===== src/rtl/cse_pkg.sv =====
// package: state, exception and access-timing types for the state sequencer
package cse_pkg;

    localparam int unsigned CSE_PC_W = 24;
    localparam int unsigned CSE_FLAGS_W = 8;
    localparam int unsigned CSE_AREA_N = 8;
    localparam int unsigned CSE_AREA_W = 3;
    localparam int unsigned CSE_VEC_W = 8;

    // flags word bit positions
    localparam int unsigned CSE_GMASK_BIT = 7;
    localparam int unsigned CSE_AUX_BIT = 6;
    localparam logic [7:0] CSE_FLAGS_RST = 8'h80;

    // vector numbers
    localparam logic [7:0] CSE_VEC_RESET = 8'h00;
    localparam logic [7:0] CSE_VEC_TRAP0 = 8'h08;

    // bus cycle lengths in states
    localparam logic [1:0] CSE_ST_TWO = 2'h2;
    localparam logic [1:0] CSE_ST_THREE = 2'h3;
    localparam logic [1:0] CSE_ST_ONE = 2'h1;
    localparam logic [1:0] CSE_ST_ZERO = 2'h0;
    localparam logic [CSE_AREA_N-1:0] CSE_AREA_CFG_RST = 8'hff;

    // exception sequence step count: push pc, push flags, vector fetch
    localparam logic [1:0] CSE_STEP_PC = 2'h0;
    localparam logic [1:0] CSE_STEP_FLAGS = 2'h1;
    localparam logic [1:0] CSE_STEP_VEC = 2'h2;
    localparam logic [31:0] CSE_PUSH_BYTES = 32'h0000_0004;

    typedef enum logic [5:0] {
        CSE_RESET = 6'b000001,
        CSE_EXEC = 6'b000010,
        CSE_EXCP = 6'b000100,
        CSE_SLEEP = 6'b001000,
        CSE_SWSTBY = 6'b010000,
        CSE_HWSTBY = 6'b100000
    } cse_state_t;

    typedef enum logic [1:0] {
        CSE_SPACE_RAM = 2'b00,
        CSE_SPACE_MOD = 2'b01,
        CSE_SPACE_EXT = 2'b10
    } cse_space_t;

    // end-of-instruction report from the execution unit
    typedef struct packed {
        logic done;
        logic is_flags_op;
        logic is_trap;
        logic [1:0] trap_num;
        logic is_sleep;
    } cse_instr_t;

    // bus access request
    typedef struct packed {
        logic req;
        cse_space_t space;
        logic [CSE_AREA_W-1:0] area;
        logic word;
        logic mod_wide;
    } cse_acc_t;

endpackage : cse_pkg


===== src/rtl/cse_acc_timer.sv =====
// module: counts the states of one memory or bus cycle
module cse_acc_timer (
    input wire logic clk,
    input wire logic rst_b,
    input wire cse_pkg::cse_acc_t acc,
    input wire logic [cse_pkg::CSE_AREA_N-1:0] area_three,
    output logic busy,
    output logic done,
    output logic wide
);
    import cse_pkg::*;

    logic [1:0] cnt_q;
    logic [1:0] cnt_d;
    logic [1:0] len;
    logic start;

    // on-chip memory two states, modules three, external per area
    assign len = (acc.space == CSE_SPACE_RAM) ? CSE_ST_TWO :
                 (acc.space == CSE_SPACE_MOD) ? CSE_ST_THREE :
                 (area_three[acc.area] ? CSE_ST_THREE : CSE_ST_TWO);
    assign start = acc.req && (cnt_q == CSE_ST_ZERO);
    assign cnt_d = start ? len - CSE_ST_ONE :
                   (cnt_q != CSE_ST_ZERO) ? cnt_q - CSE_ST_ONE : cnt_q;
    assign busy = start || (cnt_q != CSE_ST_ZERO);
    assign done = (cnt_q == CSE_ST_ONE);
    // on-chip memory is 16 bit; modules by register width
    assign wide = (acc.space == CSE_SPACE_RAM) ? 1'b1 :
                  (acc.space == CSE_SPACE_MOD) ? acc.mod_wide : acc.word;

    // state counter
    always_ff @(posedge clk or negedge rst_b) begin
        if (!rst_b) begin
            cnt_q <= CSE_ST_ZERO;
        end else begin
            cnt_q <= cnt_d;
        end
    end

endmodule : cse_acc_timer


===== src/rtl/cse_state_seq.sv =====
// module: processing-state and exception sequencer of the cpu core
// ----------------------------------------------------------------
// ----------------------------------------------------------------
module cse_state_seq (
    input wire logic CLOCK,
    input wire logic RST_B,
    input wire logic CHIP_INIT_PIN_B,
    input wire logic HALT_REQUEST_PIN_B,
    input wire logic WDT_OVF,
    input wire logic IRQ_REQ,
    input wire logic [cse_pkg::CSE_VEC_W-1:0] IRQ_VEC,
    input wire logic NMI_REQ,
    input wire cse_pkg::cse_instr_t INSTR,
    input wire logic [cse_pkg::CSE_PC_W-1:0] PC_NEXT,
    input wire logic [cse_pkg::CSE_FLAGS_W-1:0] FLAGS_IN,
    input wire logic FLAGS_WE,
    input wire logic [31:0] SP_IN,
    input wire logic DEEP_SLEEP_SELECT,
    input wire logic USER_FLAG_ENABLE_WR,
    input wire logic USER_FLAG_ENABLE_WE,
    input wire logic [cse_pkg::CSE_AREA_N-1:0] AREA_THREE_STATE,
    input wire cse_pkg::cse_acc_t ACC,
    input wire logic [15:0] PORT_IN,
    input wire logic WAKE,
    output logic [5:0] STATE,
    output logic [cse_pkg::CSE_FLAGS_W-1:0] FLAGS_WORD,
    output logic USER_FLAG_ENABLE,
    output logic PUSH_VALID,
    output logic [31:0] PUSH_ADDR,
    output logic [31:0] PUSH_DATA,
    output logic VEC_FETCH,
    output logic [cse_pkg::CSE_VEC_W-1:0] VEC_NUM,
    output logic IRQ_ACK,
    output logic CPU_RUN,
    output logic CLOCK_RUN,
    output logic MODULE_RST_B,
    output logic [15:0] PORT_HOLD,
    output logic PORT_HOLD_EN,
    output logic ACC_BUSY,
    output logic ACC_DONE,
    output logic ACC_WIDE
);
    import cse_pkg::*;

    // ----------------------------------------------------------------
    // input synchronisers
    // ----------------------------------------------------------------
    logic init_m_q, init_s_q, init_p_q;
    logic halt_m_q, halt_s_q;

    // two flops per pin before any logic reads them
    always_ff @(posedge CLOCK or negedge RST_B) begin
        if (!RST_B) begin
            init_m_q <= 1'b0;
            init_s_q <= 1'b0;
            init_p_q <= 1'b0;
            halt_m_q <= 1'b1;
            halt_s_q <= 1'b1;
        end else begin
            init_m_q <= CHIP_INIT_PIN_B;
            init_s_q <= init_m_q;
            init_p_q <= init_s_q;
            halt_m_q <= HALT_REQUEST_PIN_B;
            halt_s_q <= halt_m_q;
        end
    end

    // ----------------------------------------------------------------
    // decoding
    // ----------------------------------------------------------------
    cse_state_t state_q, state_d;
    logic [CSE_FLAGS_W-1:0] flags_q, flags_d;
    logic ufe_q, ufe_d;
    logic [1:0] step_q, step_d;
    logic [CSE_VEC_W-1:0] vec_q, vec_d;
    logic irq_block_q, irq_block_d;
    logic [31:0] sp_q, sp_d;
    logic push_q, vecf_q, ack_q;
    logic [31:0] paddr_q, pdata_q;
    logic [15:0] hold_q;
    logic hold_en_q;
    logic acc_busy, acc_done, acc_wide;
    logic acc_busy_q, acc_done_q, acc_wide_q;

    logic init_low, init_rise, halt_low;
    logic instr_end, irq_ok, trap_go, sleep_go;
    logic take_irq, take_nmi;
    logic [CSE_FLAGS_W-1:0] mask_set;

    // reset is seen only through the clocked synchroniser
    assign init_low = !init_s_q;
    assign init_rise = init_s_q && !init_p_q;
    assign halt_low = !halt_s_q;
    assign instr_end = (state_q == CSE_EXEC) && INSTR.done;
    // flags-word instructions close the window for one instruction
    // blocked through reset handling and its first instruction
    assign irq_ok = instr_end && !INSTR.is_flags_op && !irq_block_q;
    // interrupts sampled only at instruction end
    assign take_nmi = irq_ok && NMI_REQ;
    assign take_irq = irq_ok && IRQ_REQ;
    assign trap_go = instr_end && INSTR.is_trap && !take_nmi && !take_irq;
    assign sleep_go = instr_end && INSTR.is_sleep && !INSTR.is_trap &&
                      !take_nmi && !take_irq;
    // global mask; aux mask too when enable is clear
    assign mask_set = ufe_q ? (CSE_FLAGS_W'(1) << CSE_GMASK_BIT) :
                      ((CSE_FLAGS_W'(1) << CSE_GMASK_BIT) |
                       (CSE_FLAGS_W'(1) << CSE_AUX_BIT));

    // ----------------------------------------------------------------
    // state machine next value
    // ----------------------------------------------------------------
    always_comb begin
        state_d = state_q;
        flags_d = FLAGS_WE ? FLAGS_IN : flags_q;
        ufe_d = USER_FLAG_ENABLE_WE ? USER_FLAG_ENABLE_WR : ufe_q;
        step_d = step_q;
        vec_d = vec_q;
        irq_block_d = irq_block_q && !instr_end;
        sp_d = SP_IN;
        // init or watchdog aborts everything; leaving
        // hardware standby takes the same reset entry
        if (init_low || WDT_OVF || (state_q == CSE_HWSTBY && !halt_low)) begin
            state_d = CSE_RESET;
            flags_d = flags_q | (CSE_FLAGS_W'(1) << CSE_GMASK_BIT);
            ufe_d = 1'b1;
            irq_block_d = 1'b1;
        end else begin
            unique case (state_q)
                CSE_RESET: begin
                    // synchronised init pin high, edge or level, starts the reset vector fetch
                    if (init_rise || init_s_q) begin
                        state_d = CSE_EXCP;
                        step_d = CSE_STEP_VEC;
                        vec_d = CSE_VEC_RESET;
                    end
                end
                CSE_EXEC: begin
                    if (halt_low) begin
                        state_d = CSE_HWSTBY;
                    end else if (take_nmi || take_irq || trap_go) begin
                        state_d = CSE_EXCP;
                        step_d = CSE_STEP_PC;
                        vec_d = trap_go ?
                                CSE_VEC_TRAP0 + CSE_VEC_W'(INSTR.trap_num) :
                                IRQ_VEC;
                    end else if (sleep_go) begin
                        state_d = DEEP_SLEEP_SELECT ? CSE_SWSTBY : CSE_SLEEP;
                    end
                end
                CSE_EXCP: begin
                    // push pc, push flags, then vector
                    unique case (step_q)
                        CSE_STEP_PC: step_d = CSE_STEP_FLAGS;
                        CSE_STEP_FLAGS: begin
                            step_d = CSE_STEP_VEC;
                            flags_d = flags_q | mask_set;
                        end
                        default: state_d = CSE_EXEC;
                    endcase
                end
                CSE_SLEEP, CSE_SWSTBY: begin
                    if (halt_low) begin
                        state_d = CSE_HWSTBY;
                    end else if (WAKE) begin
                        state_d = CSE_EXEC;
                    end
                end
                // held here; the pin release takes the reset entry above
                CSE_HWSTBY: state_d = CSE_HWSTBY;
                default: state_d = CSE_RESET;
            endcase
        end
    end

    // ----------------------------------------------------------------
    // state registers
    // ----------------------------------------------------------------
    always_ff @(posedge CLOCK or negedge RST_B) begin
        if (!RST_B) begin
            state_q <= CSE_RESET;
            flags_q <= CSE_FLAGS_RST;
            ufe_q <= 1'b1;
            step_q <= CSE_STEP_PC;
            vec_q <= CSE_VEC_RESET;
            irq_block_q <= 1'b1;
            sp_q <= '0;
        end else begin
            state_q <= state_d;
            flags_q <= flags_d;
            ufe_q <= ufe_d;
            step_q <= step_d;
            vec_q <= vec_d;
            irq_block_q <= irq_block_d;
            sp_q <= sp_d;
        end
    end

    // ----------------------------------------------------------------
    // stack push and vector strobes
    // ----------------------------------------------------------------
    logic push_d, vecf_d, ack_d;
    logic [31:0] paddr_d, pdata_d;
    logic excp_live;

    // an abort in the same cycle cancels the strobe
    assign excp_live = (state_q == CSE_EXCP) && !init_low && !WDT_OVF;
    // pc first at sp-4, then flags at sp-8
    assign push_d = excp_live && (step_q != CSE_STEP_VEC);
    assign paddr_d = (step_q == CSE_STEP_PC) ? sp_q - CSE_PUSH_BYTES :
                     sp_q - (CSE_PUSH_BYTES << 1);
    assign pdata_d = (step_q == CSE_STEP_PC) ?
                     {{(32 - CSE_PC_W){1'b0}}, PC_NEXT} :
                     {{(32 - CSE_FLAGS_W){1'b0}}, flags_q};
    // vector fetch only in the last step
    assign vecf_d = excp_live && (step_q == CSE_STEP_VEC);
    assign ack_d = (state_q == CSE_EXEC) && (take_nmi || take_irq) &&
                   !init_low && !WDT_OVF && !halt_low;

    always_ff @(posedge CLOCK or negedge RST_B) begin
        if (!RST_B) begin
            push_q <= 1'b0;
            paddr_q <= '0;
            pdata_q <= '0;
            vecf_q <= 1'b0;
            ack_q <= 1'b0;
        end else begin
            push_q <= push_d;
            paddr_q <= paddr_d;
            pdata_q <= pdata_d;
            vecf_q <= vecf_d;
            ack_q <= ack_d;
        end
    end

    // ----------------------------------------------------------------
    // power-down pin hold
    // ----------------------------------------------------------------
    logic run_q, crun_q, mrst_b_q;
    // capture ports on entry and hold them in software standby
    always_ff @(posedge CLOCK or negedge RST_B) begin
        if (!RST_B) begin
            hold_q <= '0;
            hold_en_q <= 1'b0;
            run_q <= 1'b0;
            crun_q <= 1'b1;
            mrst_b_q <= 1'b0;
        end else begin
            if (state_q != CSE_SWSTBY) begin
                hold_q <= PORT_IN;
            end
            hold_en_q <= (state_d == CSE_SWSTBY);
            // run levels follow the next state
            run_q <= (state_d == CSE_EXEC) || (state_d == CSE_EXCP);
            crun_q <= !(state_d inside {CSE_SWSTBY, CSE_HWSTBY});
            mrst_b_q <= !(state_d inside {CSE_SWSTBY, CSE_HWSTBY, CSE_RESET});
        end
    end

    // ----------------------------------------------------------------
    // access timing
    // ----------------------------------------------------------------
    // state counting per access
    cse_acc_timer u_timer (
        .clk(CLOCK),
        .rst_b(RST_B),
        .acc(ACC),
        .area_three(AREA_THREE_STATE),
        .busy(acc_busy),
        .done(acc_done),
        .wide(acc_wide)
    );

    always_ff @(posedge CLOCK or negedge RST_B) begin
        if (!RST_B) begin
            acc_busy_q <= 1'b0;
            acc_done_q <= 1'b0;
            acc_wide_q <= 1'b0;
        end else begin
            acc_busy_q <= acc_busy;
            acc_done_q <= acc_done;
            acc_wide_q <= acc_wide;
        end
    end

    // ----------------------------------------------------------------
    // outputs, all from flops
    // ----------------------------------------------------------------
    assign STATE = state_q;
    assign FLAGS_WORD = flags_q;
    assign USER_FLAG_ENABLE = ufe_q;
    assign PUSH_VALID = push_q;
    assign PUSH_ADDR = paddr_q;
    assign PUSH_DATA = pdata_q;
    assign VEC_FETCH = vecf_q;
    assign VEC_NUM = vec_q;
    assign IRQ_ACK = ack_q;
    assign CPU_RUN = run_q;
    assign CLOCK_RUN = crun_q;
    assign MODULE_RST_B = mrst_b_q;
    assign PORT_HOLD = hold_q;
    assign PORT_HOLD_EN = hold_en_q;
    assign ACC_BUSY = acc_busy_q;
    assign ACC_DONE = acc_done_q;
    assign ACC_WIDE = acc_wide_q;

endmodule : cse_state_seq


===== config.mk =====
export PLATFORM = sky130hd
export DESIGN_NAME = cse_state_seq
export DESIGN_NICKNAME = d
export VERILOG_FILES = /design/src/rtl/cse_pkg.sv /design/src/rtl/cse_acc_timer.sv /design/src/rtl/cse_state_seq.sv
export SDC_FILE = /design/constraint.sdc
export NUM_CORES = 1
export LEC_CHECK = 0
export ABC_CLOCK_PERIOD_IN_PS = 2200
export BUFFER_PORTS_ARGS = -buffer_cell sky130_fd_sc_hd__buf_4
export CAP_MARGIN = 30
export CORE_AREA = 4 4 120 122
export DETAILED_ROUTE_END_ITERATION = 8
export DIE_AREA = 0 0 124 126
export PLACE_DENSITY_LB_ADDON = 0.25
export SLEW_MARGIN = 40
export SYNTH_ARGS = -nofsm -noshare
export SYNTH_HDL_FRONTEND = slang
export SYNTH_SLANG_ARGS = --single-unit

===== constraint.sdc =====
create_clock -name CLOCK -period 2.2 [get_ports CLOCK]
set_clock_uncertainty 0.15 [all_clocks]
set_input_delay 0.22 -clock CLOCK [delete_from_list [all_inputs] [get_ports CLOCK]]
set_output_delay 0.22 -clock CLOCK [all_outputs]
set_load 0.01 [all_outputs]

==> metrics.yaml <==
outcome: "finished with violations"
violations: "setup timing"
cts_tree: "built"
crit_path_end_kind: "register"
cts_root_buffer: "clkbuf_16"
num_rows: 42
p_per_area_nw_per_um2: 723.3
io_buffers: 226
synth_top_cell_by_area: "dfrtp_1"
ios: 235
grt_max_degree: 62
ys_warn_count: 0
synth_top_cell_area_share_pct: 61.56
start_kind: "register"
power_frac_comb_pct: 15.3
placed_area_sq_um: 7785
coreArea_sq_um: 13190
period_needed_ps: 2444
synth.distinct_cells: 53
seq_area_frac_synth_pct: 64.81
yosys_most_used_dff: "dfrtp_1"
clkSinkCount: 146
synth_edf_count: 0
detailedPlace.worstSlack_ps: -286.5
max_freq_ghz: 0.4092
ys_ff_latch: 146
worst_slack_ps: -243.6
leakagePower_nw: 4.607
syn_area_sq_um: 5650
peakVddDrop_v: 0.0005077
die_area_sq_um: 15620
worstHoldPathType: "input pin to register"
grtUsageMet3_pct: 6.009
cp_data_arrival_time_ps: 2610
drt-initial-drc-count: 202
rsz0062_at_grt: "yes"
slew_viol_final: 0
cts_buffers: 17
drt_wl_total_um: 16290
die_x_um: 124
track_usage_pct: 20.92
seqCellArea_sq_um: 3664
placedCellCount: 847
drc_errors: 0
avgViaCountPerCell: 4.763
hpwl_um: 10530
syn_inst: 422
clk_pin_slew_worst_paths_ps: 60
finalNetCount: 921
sw_frac_of_total_pct: 23.38
p_sw_mw: 1.614
met2_usage_pct: 37.89
post-route-period-util_pct: 111.1
ys_top_cells_by_area: "dfrtp_1, mux2_2, xor2_1"
crit_type: "register to register"
initial_core_util_pct: 42.84
first_pass_iters: 4
die_h_um: 126
cp_max_fo: 7
pwr-share-clk_pct: 41.2
use_met1_pct: 22.76
pwr-share-seq_pct: 43.5
drive_above_1_share_pct: 45.85
ant_nets: 0
stdcell_area_sq_um: 9548
grt_pass1_wl_um: 24960
crit_required_ps: 2360
wl_per_cell_um: 16.57
vias: 4682
grt_busiest_layer: "met2"
setup_viol: 8
synth_area_per_cell_sq_um: 13.39
grt_antenna_before_repair: 0
grt_overflow: 0
grt_pass1_vias: 5032
place_congestion: 0.8335
htreeDepth: 4
worst_hold_slack_ps: 32.35
async_flop_share_pct: 100.0
hold_violations: 0
multi_input_area_sq_um: 1977
areaGrowthSynthToFinish_pct: 68.98
max_cap_violations: 0
antenna_cells: 0
clockBufferDepth: 2
n_fill_cell: 893
instances_no_fill: 983
insertion_delay_ps: 410
internal_power_mw: 5.291
## final cells by class
class,count,share of cell area (%)
clock buffers,22,5.071
clock inverters,10,1.114
inverters,17,0.6683
multi-input cells,247,20.71
flip-flops and latches,146,38.37
well taps,176,2.306
repair buffers,365,31.77
## synthesized netlist by cell type (4+ instances only)
master,n
ha_1,5
o21ai_0,7
a21oi_1,7
and2_1,17
clkbuf_1,9
nor3_1,11
xnor2_1,6
mux2i_1,12
inv_1,17
nor4_1,5
nor2b_1,6
nor2_1,28
nand3_1,4
dfrtp_1,139
nand2_1,19
dfstp_2,7
xor2_1,26
mux2_2,35
buf_4,8
## power by group through the flow
stage | registers [mW] | clock network, mW | logic [mW]
after CTS | 3.00 | 2.89 | 1.05
after detailed placement | 3.04 | 0 | 0.896
after global routing | 3.03 | 3.03 | 1.15
final | 3.01 | 2.84 | 1.05
after global placement | 3.03 | 0 | 0.870
after floorplan | 3.10 | 0 | 0.286
## kinds of logic (layout without fill, tap and decap cells)
kind of cell | after synthesis | after routing | share of synthesized area [%]
compound gates | 35 | 35 | 4.207
fa+ha+maj | 5 | 5 | 1.107
mux | 49 | 49 | 9.898
xor+xnor | 32 | 32 | 4.960
other cells | 1 | 8 | 0.06637
flops | 146 | 146 | 64.81
buf+inv | 36 | 414 | 3.056
simple gates | 118 | 118 | 11.89
## cells in the final DEF (no fill, tap or decap), drive strengths merged, types with 3 or more instances in the layout
master	count
nor4	8
and2	17
buf	266
dfstp	7
nor2b	6
clkbuf	22
mux2i	12
a21oi	7
dlygate4sd3	99
dfrtp	139
inv	17
clkinv	7
nand3	4
a31oi	3
o21ai	8
nor2	28
conb	8
xor2	26
ha	5
nand2	19
nor3	13
a22oi	3
xnor2	6
nand2b	3
nor3b	3
or4	4
mux2	35
or3	3
## worst paths after layout
path / startpoint / to / slack [ps] / depth (start not counted)
hold / removal: IRQ_VEC[0] / VEC_NUM[0] / 30 / 4
setup reg to reg: sp_q[18] / PUSH_ADDR[25] / -240 / 5
max in group asynchronous: RST_B / sp_q[7] / 1100 / 3
hold reg to reg: sp_q[0] / PUSH_ADDR[0] / 200 / 0
setup / recovery: sp_q[18] / PUSH_ADDR[25] / -240 / 5
min in group asynchronous: RST_B / PUSH_ADDR[0] / 140 / 2
## critical path: stages (launching register included)
cell and delay [ps]:
dfrtp_1 370, or4_4 540, or4_4 440, or3_4 420, nor2_1 190, xor2_1 240
## metrics by stage
step / util, % / power (mW) / setup TNS [ps]
final: 72.39 / 6.906 / -1222
after global routing: 72.39 / 7.206 / -1928
after CTS: 71.32 / 6.936 / -1212
after detailed placement: 59.02 / 3.937 / -1698
after global placement: 59.02 / 3.904 / -1360
after floorplan: - / 3.386 / -1105
## registers in the layout (all words and copies together), names as in the netlist, 2 cells and up, named ones only
| signal | count |
|---|---|
| VEC_NUM | 8 |
| PORT_HOLD | 16 |
| PUSH_ADDR | 32 |
| PUSH_DATA | 24 |
| STATE | 6 |
| step_q | 2 |
| FLAGS_WORD | 2 |
| u_timer.cnt_q | 2 |
| sp_q | 32 |
## what timing repair did
action | CTS | global route
hold endpoints to repair | 241 | 0
resized for setup | 5 | 27
buffers inserted | 2 | 3
setup endpoints to repair | 11 | 27
hold buffers | 99 | 0
pin swaps | 2 | 7
## layer usage
| layer | wire (um) | vias up |
|---|---|---|
| li1 | - | 2175 |
| met1 | 6024 | 2305 |
| met2 | 8792 | 174 |
| met3 | 1162 | 28 |
| met4 | 308 | 0 |
| met5 | 0 | - |
Power figures use the tool's default switching activity.
